### src/verilog/acp_pkg.sv
`default_nettype none
package acp_pkg;
    // ========================================================
    // Register bus.
    localparam int          ADDR_W     = 8;
    localparam int          DATA_W     = 32;
    localparam logic [7:0]  OFF_CTRL   = 8'h00;
    localparam logic [7:0]  OFF_STAT   = 8'h04;
    localparam logic [7:0]  OFF_DIV1   = 8'h08;
    localparam logic [7:0]  OFF_DIV2   = 8'h0C;
    localparam logic [7:0]  OFF_CMD    = 8'h10;
    localparam logic [7:0]  OFF_DATA   = 8'h14;
    // ========================================================
    // Control fields.
    localparam int          CTRL_W     = 8;
    localparam int          CB_SRC     = 0;
    localparam int          CB_CASC    = 2;
    localparam int          CB_HWTRIG  = 3;
    localparam int          CB_GATE    = 4;
    localparam int          CB_EOCIE   = 5;
    localparam int          CB_MASTER  = 6;
    localparam int          CB_XINTEN  = 7;
    localparam logic [7:0]  CTRL_RST   = 8'h00;
    localparam logic [1:0]  SRC_SW     = 2'h0;
    localparam logic [1:0]  SRC_INT    = 2'h1;
    localparam logic [1:0]  SRC_EXT    = 2'h2;
    // Command and status bits.
    localparam int          CMD_START  = 0;
    localparam int          CMD_STOP   = 1;
    localparam int          CMD_CONV   = 2;
    localparam int          SB_DONE    = 0;
    localparam int          SB_READY   = 1;
    localparam int          SB_RUN     = 2;
    localparam int          SB_WAIT    = 3;
    localparam logic [15:0] DIV_RST    = 16'h0019;
    // ========================================================
    // Timing.
    localparam int          CLK_NS     = 25;
    localparam int          TB_NS      = 1000;
    localparam int          TB_CYC     = TB_NS / CLK_NS;
    localparam int          PRE_W      = 6;
    typedef enum logic [1:0] {
        ACP_IDLE = 2'b00,
        ACP_WAIT = 2'b01,
        ACP_RUN  = 2'b11
    } acp_state_t;
endpackage : acp_pkg
`default_nettype wire

### src/verilog/acp_down_counter.sv
`default_nettype none
module acp_down_counter #(
    parameter int W = 16
) (
    input  wire logic         clk_sys,
    input  wire logic         sys_rst,
    input  wire logic         load,
    input  wire logic         en,
    input  wire logic [W-1:0] load_val,
    output logic [W-1:0]      cnt,
    output logic              tc
);
    // A load value of zero stands for 2**W counts.
    assign tc = en && (cnt == W'(1));

    always_ff @(posedge clk_sys) begin
        if (sys_rst) begin
            cnt <= '0;
        end else if (load || tc) begin
            cnt <= load_val;
        end else if (en) begin
            cnt <= cnt - W'(1);
        end
    end
endmodule : acp_down_counter
`default_nettype wire

### src/verilog/acp_pacer.sv
`default_nettype none
// How it works
// - Completion status readable before result is used.
// - Reset selects software conversion source.
// - Pacer start converts at once, then per expiry.
// - Pacer counts one microsecond ticks.
// - Normal mode: stage one expiry converts.
// - Cascade: stage one reloads, stage two decrements.
// - Cascade converts only when both stages expire.
// - External clock: convert on each falling edge.
// - External clock pin raises no interrupt while it is the conversion source.
// - Master board drives stage two output pin.
// - Software trigger starts conversions immediately.
// - Hardware trigger is rising trigger input edge.
// - Pacer idles until trigger, then converts.
// - Trigger arms; next external falling edge converts.
// - Gate high allows conversions, low suppresses.
// - Gate and trigger exclusive; low gate waits.
// - Gate never stops external clock alignment.
// - Gate low halts pacer; rise reloads it.
// - Results by port; end-of-conversion interrupt enable.
module acp_pacer #(
    parameter int CNT_W = 16,
    parameter int RES_W = 12
) (
    input  wire logic                       clk_sys,
    input  wire logic                       sys_rst,
    input  wire logic [acp_pkg::ADDR_W-1:0] reg_addr,
    input  wire logic [acp_pkg::DATA_W-1:0] reg_wdata,
    input  wire logic                       reg_wr,
    input  wire logic                       reg_rd,
    output logic [acp_pkg::DATA_W-1:0]      reg_rdata,
    input  wire logic                       ext_conv_clock_pin,
    input  wire logic                       trigger_gate_input,
    input  wire logic                       conv_done,
    input  wire logic [RES_W-1:0]           conv_data,
    output logic                            conv_start,
    output logic                            master_pacer_output,
    output logic                            eoc_irq,
    output logic                            ext_int_req,
    output logic                            acq_active
);
    // ========================================================
    // Elaboration checks.
    if (CNT_W < 2 || CNT_W > 16) begin : g_bad_cnt
        $error("CNT_W must lie between 2 and 16");
    end
    if (RES_W < 1 || RES_W > 32) begin : g_bad_res
        $error("RES_W must lie between 1 and 32");
    end

    // ========================================================
    // Declarations.
    logic [acp_pkg::CTRL_W-1:0] ctrl_q;
    logic [CNT_W-1:0]           div1_q;
    logic [CNT_W-1:0]           div2_q;
    logic [RES_W-1:0]           data_q;
    logic                       busy_q;
    logic                       ready_q;
    logic                       conv_q;
    logic                       master_q;
    logic [acp_pkg::DATA_W-1:0] rdata_q;
    logic [acp_pkg::PRE_W-1:0]  pre_q;
    acp_pkg::acp_state_t        state_q;

    logic [1:0]       src;
    logic             casc;
    logic             hw_trig;
    logic             gate_en;
    logic             wr_cmd;
    logic             cmd_start;
    logic             cmd_stop;
    logic             cmd_conv;
    logic             rd_data;
    logic             xc_lvl;
    logic             xc_fall;
    logic             tg_lvl;
    logic             tg_rise;
    logic             gate_ok;
    logic             gate_rise;
    logic             start_evt;
    logic             tb_tick;
    logic             cnt_run;
    logic [CNT_W-1:0] s1_cnt;
    logic             s1_tc;
    logic             s2_tc;
    logic             stage_two_evt;
    logic             pace_conv;

    // ========================================================
    // Field decode.
    assign src     = ctrl_q[acp_pkg::CB_SRC +: 2];
    assign casc    = ctrl_q[acp_pkg::CB_CASC];
    assign hw_trig = ctrl_q[acp_pkg::CB_HWTRIG];
    // A hardware trigger overrides the gate, so the two never act together.
    assign gate_en = ctrl_q[acp_pkg::CB_GATE] && !hw_trig;

    assign wr_cmd    = reg_wr && (reg_addr == acp_pkg::OFF_CMD);
    assign cmd_start = wr_cmd && reg_wdata[acp_pkg::CMD_START];
    assign cmd_stop  = wr_cmd && reg_wdata[acp_pkg::CMD_STOP];
    assign cmd_conv  = wr_cmd && reg_wdata[acp_pkg::CMD_CONV];
    assign rd_data   = reg_rd && (reg_addr == acp_pkg::OFF_DATA);

    // ========================================================
    // Pin synchronisers.
    acp_sync_edge u_xclk (
        .clk_sys (clk_sys),
        .sys_rst (sys_rst),
        .pin_in  (ext_conv_clock_pin),
        .lvl     (xc_lvl),
        .rise    (),
        .fall    (xc_fall)
    );

    acp_sync_edge u_trig (
        .clk_sys (clk_sys),
        .sys_rst (sys_rst),
        .pin_in  (trigger_gate_input),
        .lvl     (tg_lvl),
        .rise    (tg_rise),
        .fall    ()
    );

    assign gate_ok   = !gate_en || tg_lvl;
    assign gate_rise = gate_en && tg_rise && (state_q == acp_pkg::ACP_RUN);

    // ========================================================
    // Register writes.
    always_ff @(posedge clk_sys) begin
        if (sys_rst) begin
            ctrl_q <= acp_pkg::CTRL_RST;
            div1_q <= CNT_W'(acp_pkg::DIV_RST);
            div2_q <= CNT_W'(acp_pkg::DIV_RST);
        end else if (reg_wr) begin
            if (reg_addr == acp_pkg::OFF_CTRL) begin
                ctrl_q <= reg_wdata[acp_pkg::CTRL_W-1:0];
            end
            if (reg_addr == acp_pkg::OFF_DIV1) begin
                div1_q <= reg_wdata[CNT_W-1:0];
            end
            if (reg_addr == acp_pkg::OFF_DIV2) begin
                div2_q <= reg_wdata[CNT_W-1:0];
            end
        end
    end

    // ========================================================
    // Acquisition sequencing.
    always_ff @(posedge clk_sys) begin
        if (sys_rst) begin
            state_q <= acp_pkg::ACP_IDLE;
        end else if (cmd_stop) begin
            state_q <= acp_pkg::ACP_IDLE;
        end else if (cmd_start && src != acp_pkg::SRC_SW) begin
            if (hw_trig) begin
                state_q <= acp_pkg::ACP_WAIT;
            end else begin
                state_q <= acp_pkg::ACP_RUN;
            end
        end else begin
            unique case (state_q)
                acp_pkg::ACP_IDLE: begin
                    state_q <= acp_pkg::ACP_IDLE;
                end
                acp_pkg::ACP_WAIT: begin
                    if (tg_rise) begin
                        state_q <= acp_pkg::ACP_RUN;
                    end
                end
                acp_pkg::ACP_RUN: begin
                    state_q <= acp_pkg::ACP_RUN;
                end
                default: begin
                    state_q <= acp_pkg::ACP_IDLE;
                end
            endcase
        end
    end

    // Every moment that (re)starts the pacer: start, trigger edge, gate edge.
    always_comb begin
        start_evt = 1'b0;
        if (src == acp_pkg::SRC_INT && !cmd_stop) begin
            if (cmd_start && !hw_trig) begin
                start_evt = gate_ok;
            end else if (state_q == acp_pkg::ACP_WAIT && tg_rise && !cmd_start) begin
                start_evt = 1'b1;
            end else if (gate_rise && !cmd_start) begin
                start_evt = 1'b1;
            end
        end
    end

    // ========================================================
    // One microsecond time base, realigned on each start so the first
    // interval is whole.
    assign tb_tick = (pre_q == acp_pkg::PRE_W'(acp_pkg::TB_CYC - 1));

    always_ff @(posedge clk_sys) begin
        if (sys_rst || start_evt || tb_tick) begin
            pre_q <= '0;
        end else begin
            pre_q <= pre_q + acp_pkg::PRE_W'(1);
        end
    end

    // Counters only run in the pacer source while the gate allows.
    assign cnt_run = (state_q == acp_pkg::ACP_RUN) && (src == acp_pkg::SRC_INT)
                     && gate_ok && tb_tick && !start_evt;

    acp_down_counter #(.W(CNT_W)) u_stage_one (
        .clk_sys  (clk_sys),
        .sys_rst  (sys_rst),
        .load     (start_evt),
        .en       (cnt_run),
        .load_val (div1_q),
        .cnt      (s1_cnt),
        .tc       (s1_tc)
    );

    acp_down_counter #(.W(CNT_W)) u_stage_two (
        .clk_sys  (clk_sys),
        .sys_rst  (sys_rst),
        .load     (start_evt),
        .en       (s1_tc && casc),
        .load_val (div2_q),
        .cnt      (),
        .tc       (s2_tc)
    );

    assign stage_two_evt = casc ? s2_tc : s1_tc;

    // ========================================================
    // Conversion requests from every source.
    always_comb begin
        pace_conv = 1'b0;
        if (start_evt) begin
            pace_conv = 1'b1;
        end else if (src == acp_pkg::SRC_INT) begin
            pace_conv = stage_two_evt;
        end else if (src == acp_pkg::SRC_EXT && state_q == acp_pkg::ACP_RUN) begin
            // The clock is never held back; the gate only masks edges.
            pace_conv = xc_fall && gate_ok;
        end
    end

    always_ff @(posedge clk_sys) begin
        if (sys_rst) begin
            conv_q <= 1'b0;
        end else begin
            conv_q <= pace_conv || (cmd_conv && src == acp_pkg::SRC_SW);
        end
    end

    // Busy covers the full conversion; a status read while busy shows done low.
    always_ff @(posedge clk_sys) begin
        if (sys_rst) begin
            busy_q <= 1'b0;
        end else if (conv_q) begin
            busy_q <= 1'b1;
        end else if (conv_done) begin
            busy_q <= 1'b0;
        end
    end

    // New data wins over a clearing read in the same cycle.
    always_ff @(posedge clk_sys) begin
        if (sys_rst) begin
            data_q  <= '0;
            ready_q <= 1'b0;
        end else if (conv_done) begin
            data_q  <= conv_data;
            ready_q <= 1'b1;
        end else if (rd_data) begin
            ready_q <= 1'b0;
        end
    end

    // ========================================================
    // Master output: a low pulse of one microsecond per stage two expiry.
    always_ff @(posedge clk_sys) begin
        if (sys_rst) begin
            master_q <= 1'b1;
        end else if (ctrl_q[acp_pkg::CB_MASTER] && stage_two_evt) begin
            master_q <= 1'b0;
        end else if (tb_tick) begin
            master_q <= 1'b1;
        end
    end

    // ========================================================
    // Read port.
    always_ff @(posedge clk_sys) begin
        if (sys_rst) begin
            rdata_q <= '0;
        end else if (reg_rd) begin
            unique case (reg_addr)
                acp_pkg::OFF_CTRL: rdata_q <= 32'(ctrl_q);
                // A conversion requested last cycle already counts as busy, so a
                // poll right behind the command can never see a stale done.
                acp_pkg::OFF_STAT: rdata_q <= {28'h0000000,
                                              state_q == acp_pkg::ACP_WAIT,
                                              state_q == acp_pkg::ACP_RUN,
                                              ready_q, !(busy_q || conv_q)};
                acp_pkg::OFF_DIV1: rdata_q <= 32'(div1_q);
                acp_pkg::OFF_DIV2: rdata_q <= 32'(div2_q);
                acp_pkg::OFF_DATA: rdata_q <= 32'(data_q);
                default:           rdata_q <= '0;
            endcase
        end else begin
            rdata_q <= '0;
        end
    end

    assign reg_rdata           = rdata_q;
    assign conv_start          = conv_q;
    assign master_pacer_output = master_q;
    assign acq_active          = (state_q != acp_pkg::ACP_IDLE);
    assign eoc_irq             = ctrl_q[acp_pkg::CB_EOCIE] && ready_q;
    assign ext_int_req         = ctrl_q[acp_pkg::CB_XINTEN] && xc_lvl
                                 && (src != acp_pkg::SRC_EXT);
endmodule : acp_pacer
`default_nettype wire

### src/verilog/acp_sync_edge.sv
`default_nettype none
module acp_sync_edge (
    input  wire logic clk_sys,
    input  wire logic sys_rst,
    input  wire logic pin_in,
    output logic      lvl,
    output logic      rise,
    output logic      fall
);
    logic s1_q;
    logic s2_q;
    logic prev_q;

    // Edges are taken only from the second stage, so one pin edge is one pulse.
    always_ff @(posedge clk_sys) begin
        if (sys_rst) begin
            s1_q   <= 1'b0;
            s2_q   <= 1'b0;
            prev_q <= 1'b0;
        end else begin
            s1_q   <= pin_in;
            s2_q   <= s1_q;
            prev_q <= s2_q;
        end
    end

    assign lvl  = s2_q;
    assign rise = s2_q & ~prev_q;
    assign fall = ~s2_q & prev_q;
endmodule : acp_sync_edge
`default_nettype wire
### config.mk
export PLATFORM = sky130hd
export DESIGN_NAME = acp_pacer
export DESIGN_NICKNAME = d
export VERILOG_FILES = /design/src/verilog/acp_pkg.sv /design/src/verilog/acp_down_counter.sv /design/src/verilog/acp_pacer.sv /design/src/verilog/acp_sync_edge.sv
export SDC_FILE = /design/constraint.sdc
export NUM_CORES = 1
export LEC_CHECK = 0
export ABC_AREA = 0
export BUFFER_PORTS_ARGS = -buffer_cell sky130_fd_sc_hd__buf_2
export CORE_MARGIN = 2
export CORE_UTILIZATION = 40
export CTS_CLUSTER_DIAMETER = 50
export DETAILED_ROUTE_END_ITERATION = 16
export SYNTH_ARGS = -nofsm -noshare
export SYNTH_HDL_FRONTEND = slang
export SYNTH_SLANG_ARGS = --single-unit
### constraint.sdc
create_clock -name clk_sys -period 6.1 [get_ports clk_sys]
set_input_delay 1.22 -clock clk_sys [delete_from_list [all_inputs] [get_ports clk_sys]]
set_output_delay 1.22 -clock clk_sys [all_outputs]
set_load 0.02 [all_outputs]
==> summary.md <==
| Metric | Value |
|---|---|
| Status | completed |
| CTS Hold Bufs | 0 |
| F_max | 252 MHz |
| DP HPWL | roughly 11000 µm |
| Data arrival, critical path | 4.23 ns |
| Die Footprint | 15300 µm² |
| CTS tree | done |
| Final period utilization | 65.1% |
| Die Y-Extent | 124 µm |
| Yosys reg bits | 118 |
| Clock share of power | 55.4% |
| Seq pwr share | 41.0% |
| Max_cap viols | 0 |
| Nets | 770 |
| DR vias/cell | 5.78 |
| Initial antenna violation count | 0 |
| Crit path required time | 6.36 ns |
| Register Area | 2360 µm² |
| LEAKAGE | 0.00254 µW |
| Post-route design area | 6720 µm² |
| Die Width | around 120 µm |
| Port Buffers | 63 |
| Wirelength, routed | 15900 µm |
| Pwr Density | 285 nW/µm² |
| Number of global-route vias before repair | 5066 |
| Worst Setup Start Kind | input port |
| Syn Area/Cell | 8.69 µm² |
| Drt pass-1 iters | 6 |
| Post-synth EDFFs | 0 |
| P_int | 1530 µW |
| Initial Util | 41.2% |
| Crit end category | flop |
| Clock skew | roughly 0.0078 ns |
| Worst-path fanout max | 16 |
| Insertion delay to the later sink of the worst-skew pair | roughly 0.41 ns |
| Slew Limit Fails | 0 |
| Fin crit period | around 4.0 ns |
| Placed Area | 6080 µm² |
| Routed WL per cell | 17.7 µm |
| TNS Setup | 0 ns |
| Worst path max stage delay | 0.95 ns |
| Placer congestion estimate | 0.860 |
| Post-route DRC | 0 |
| Main synth FF type | dfxtp_1 |
| H-tree depth | 4 |
| Maximum vdd drop | 0.197 mV |
| Fin. Hold Viols | 0 |
| Post-synthesis sequential area ratio | 41.1% |
| Cell area after technology mapping | 5740 µm² |
| Global route total overflow | 0 |
| Vias | 5189 |
| Largest net degree at the start of global routing | between 60 and 70 |
| Post-DRT Antenna Nets | 0 |
| Drt initial violations | between 300 and 400 |
| Clock transition at the registers of the reported paths | around 0.050 ns |
| Net Sw Frac | between 20% and 30% |
| Critical path buffers and inverters | 1 |
| Worst-case clock buffer depth | 2 |
| Synth cell types | 65 |
| RSZ-0062 raised after global routing | no |
| Tot Pwr | 1920 µW |
| First-pass GRT wire length | 26100 µm |
| Commonest non-fill, non-tap cell in the layout | dfxtp_1 |
| Combinational power share | 3.5% |
| Final setup viols | 0 |
| # Post-CTS Setup Buffers | 0 |
| Cell Chain, Critical Path | buf_2 > or3_1 > nor4_1 > and2_1 > and3_1 > mux2i_1 > nor2_1 |
| Core Box Area | 13900 µm² |
| CTS root buf | clkbuf_16 |
| GR Util All Layers | 22.0% |
| Fillers | 1371 |
| Io pins | 96 |
| Most frequent cells in the layout | dfxtp_1 (118), nor2_1 (87), buf_2 (63) |
| Footprint of the multi-input gates | ~3000 µm² |
| Synth Instances | 661 |
| Async SR Flop Fraction | 0% |
| Clk sinks | 118 |
| Synth warn | 0 |
| Layout cells sized above 1 | between 15 and 20% |
| CTS Buf Count | 17 |
| Number of cell rows | 43 |
| Sw power | 389 µW |
| Diode count | 0 |
| Crit Path Class | in2reg |
| Max stage delay cell, worst path | and3_1 |
| PostCTS Resize Cnt | 0 |
| Worst hold-check path type | reg2reg |
| Relative slew margins | roughly 17% |
| Worst-Margin Slew | 1.24 ns |
| Area Growth Syn to Fin | 16.9% |
| Cell family with most CP delay | simple AND/OR/NAND/NOR gates |
==> cells by family (layout without fill, tap and decap cells) <==
family | count (synthesis) | count (layout) | synth area share (%)
and+or+nand+nor | 258 | 258 | 23.2
AOI/OAI and AO/OA | 138 | 138 | 15.7
DFF | 118 | 118 | 41.1
buffers and inverters | 71 | 113 | 6.03
muxes | 65 | 65 | 12.0
adders and majority gates | 5 | 5 | 1.09
xor gates and xnor gates | 5 | 5 | 0.762
other | 1 | 16 | 0.0653
==> through the flow <==
stage	cells	setup WS, ns	hold WS (ns)	utilization, %
floorplan	676	2.92	0.414	-
detailed placement	867	1.76	0.421	43.7
global route	898	1.95	0.456	48.2
CTS	898	2.14	0.434	48.2
global placement	867	1.84	0.417	43.7
finish	898	2.13	0.433	48.2
==> Yosys cell counts (all sizes together) (7+ instances only) <==
cell	count	share of area [%]
a211oi	15	2.0
a21oi	42	3.7
a22oi	8	1.0
a31oi	8	0.87
and2	7	0.76
and3	7	0.76
buf	26	3.1
clkbuf	31	2.0
dfxtp	118	41
inv	14	0.92
mux2	12	2.4
mux2i	51	8.9
nand2	39	2.5
nand3	26	2.3
nand4	9	1.1
nor2	88	5.8
nor2b	10	1.1
nor3	22	2.1
nor4	13	1.8
o21ai	27	2.4
or3	7	0.76
==> routing by layer <==
layer  up-vias  track usage, %  share of wire (%)
met5         -               0                  0
met3        38            5.45                5.9
met1      2487            28.4                 44
li1       2469               -                  -
met2       195            34.5                 47
met4         0            10.3                3.4
==> flip-flops by register name, indices dropped and copies added, names as in the netlist <==
signal,cells
reg_rdata,16
master_pacer_output,1
u_stage_one.cnt,16
ready_q,1
u_trig.prev_q,1
div2_q,16
state_q,2
conv_start,1
u_xclk.prev_q,1
u_trig.lvl,1
data_q,12
busy_q,1
u_stage_two.cnt,16
u_xclk.s1_q,1
div1_q,16
pre_q,6
ctrl_q,8
u_trig.s1_q,1
u_xclk.lvl,1
==> power by group through the flow <==
| stage | combinational, µW | sequential (µW) | clock (µW) |
|---|---|---|---|
| final | 68.0 | 786 | 1060 |
| after global routing | 74.9 | 786 | 1110 |
| after CTS | 68.4 | 785 | 1080 |
| after detailed placement | 68.2 | 802 | 0 |
| after global placement | 66.6 | 801 | 0 |
| after floorplan | 49.7 | 800 | 0 |
==> worst register-to-register path: stages, from the launching register on <==
cell	delay [ns]
dfxtp_1	0.42
ha_1	0.19
or4b_1	0.48
nor4_4	0.55
nand4_2	0.44
or4_1	0.62
mux2i_1	0.14
a211oi_1	0.22
==> path summary, 6_finish.rpt <==
path                      startpoint            endpoint  slack, ns  cells past startpoint
hold / removal           u_xclk.s1_q          u_xclk.lvl       0.43                      1
hold reg to reg          u_xclk.s1_q          u_xclk.lvl       0.43                      1
setup / recovery         reg_addr[1]          div2_q[13]       2.13                      7
setup reg to reg  u_stage_one.cnt[0]  u_stage_two.cnt[9]       2.96                      7
==> cell type report <==
type / count / share of cell area [%]
clock inverters: 8 / 2.16
flip-flops and latches: 118 / 35.2
well taps: 180 / 3.35
clock buffers: 23 / 7.27
inverters: 14 / 0.782
multi-input cells: 487 / 46.0
repair buffers: 68 / 5.25
Note: power is estimated with default switching activity, not from simulation.
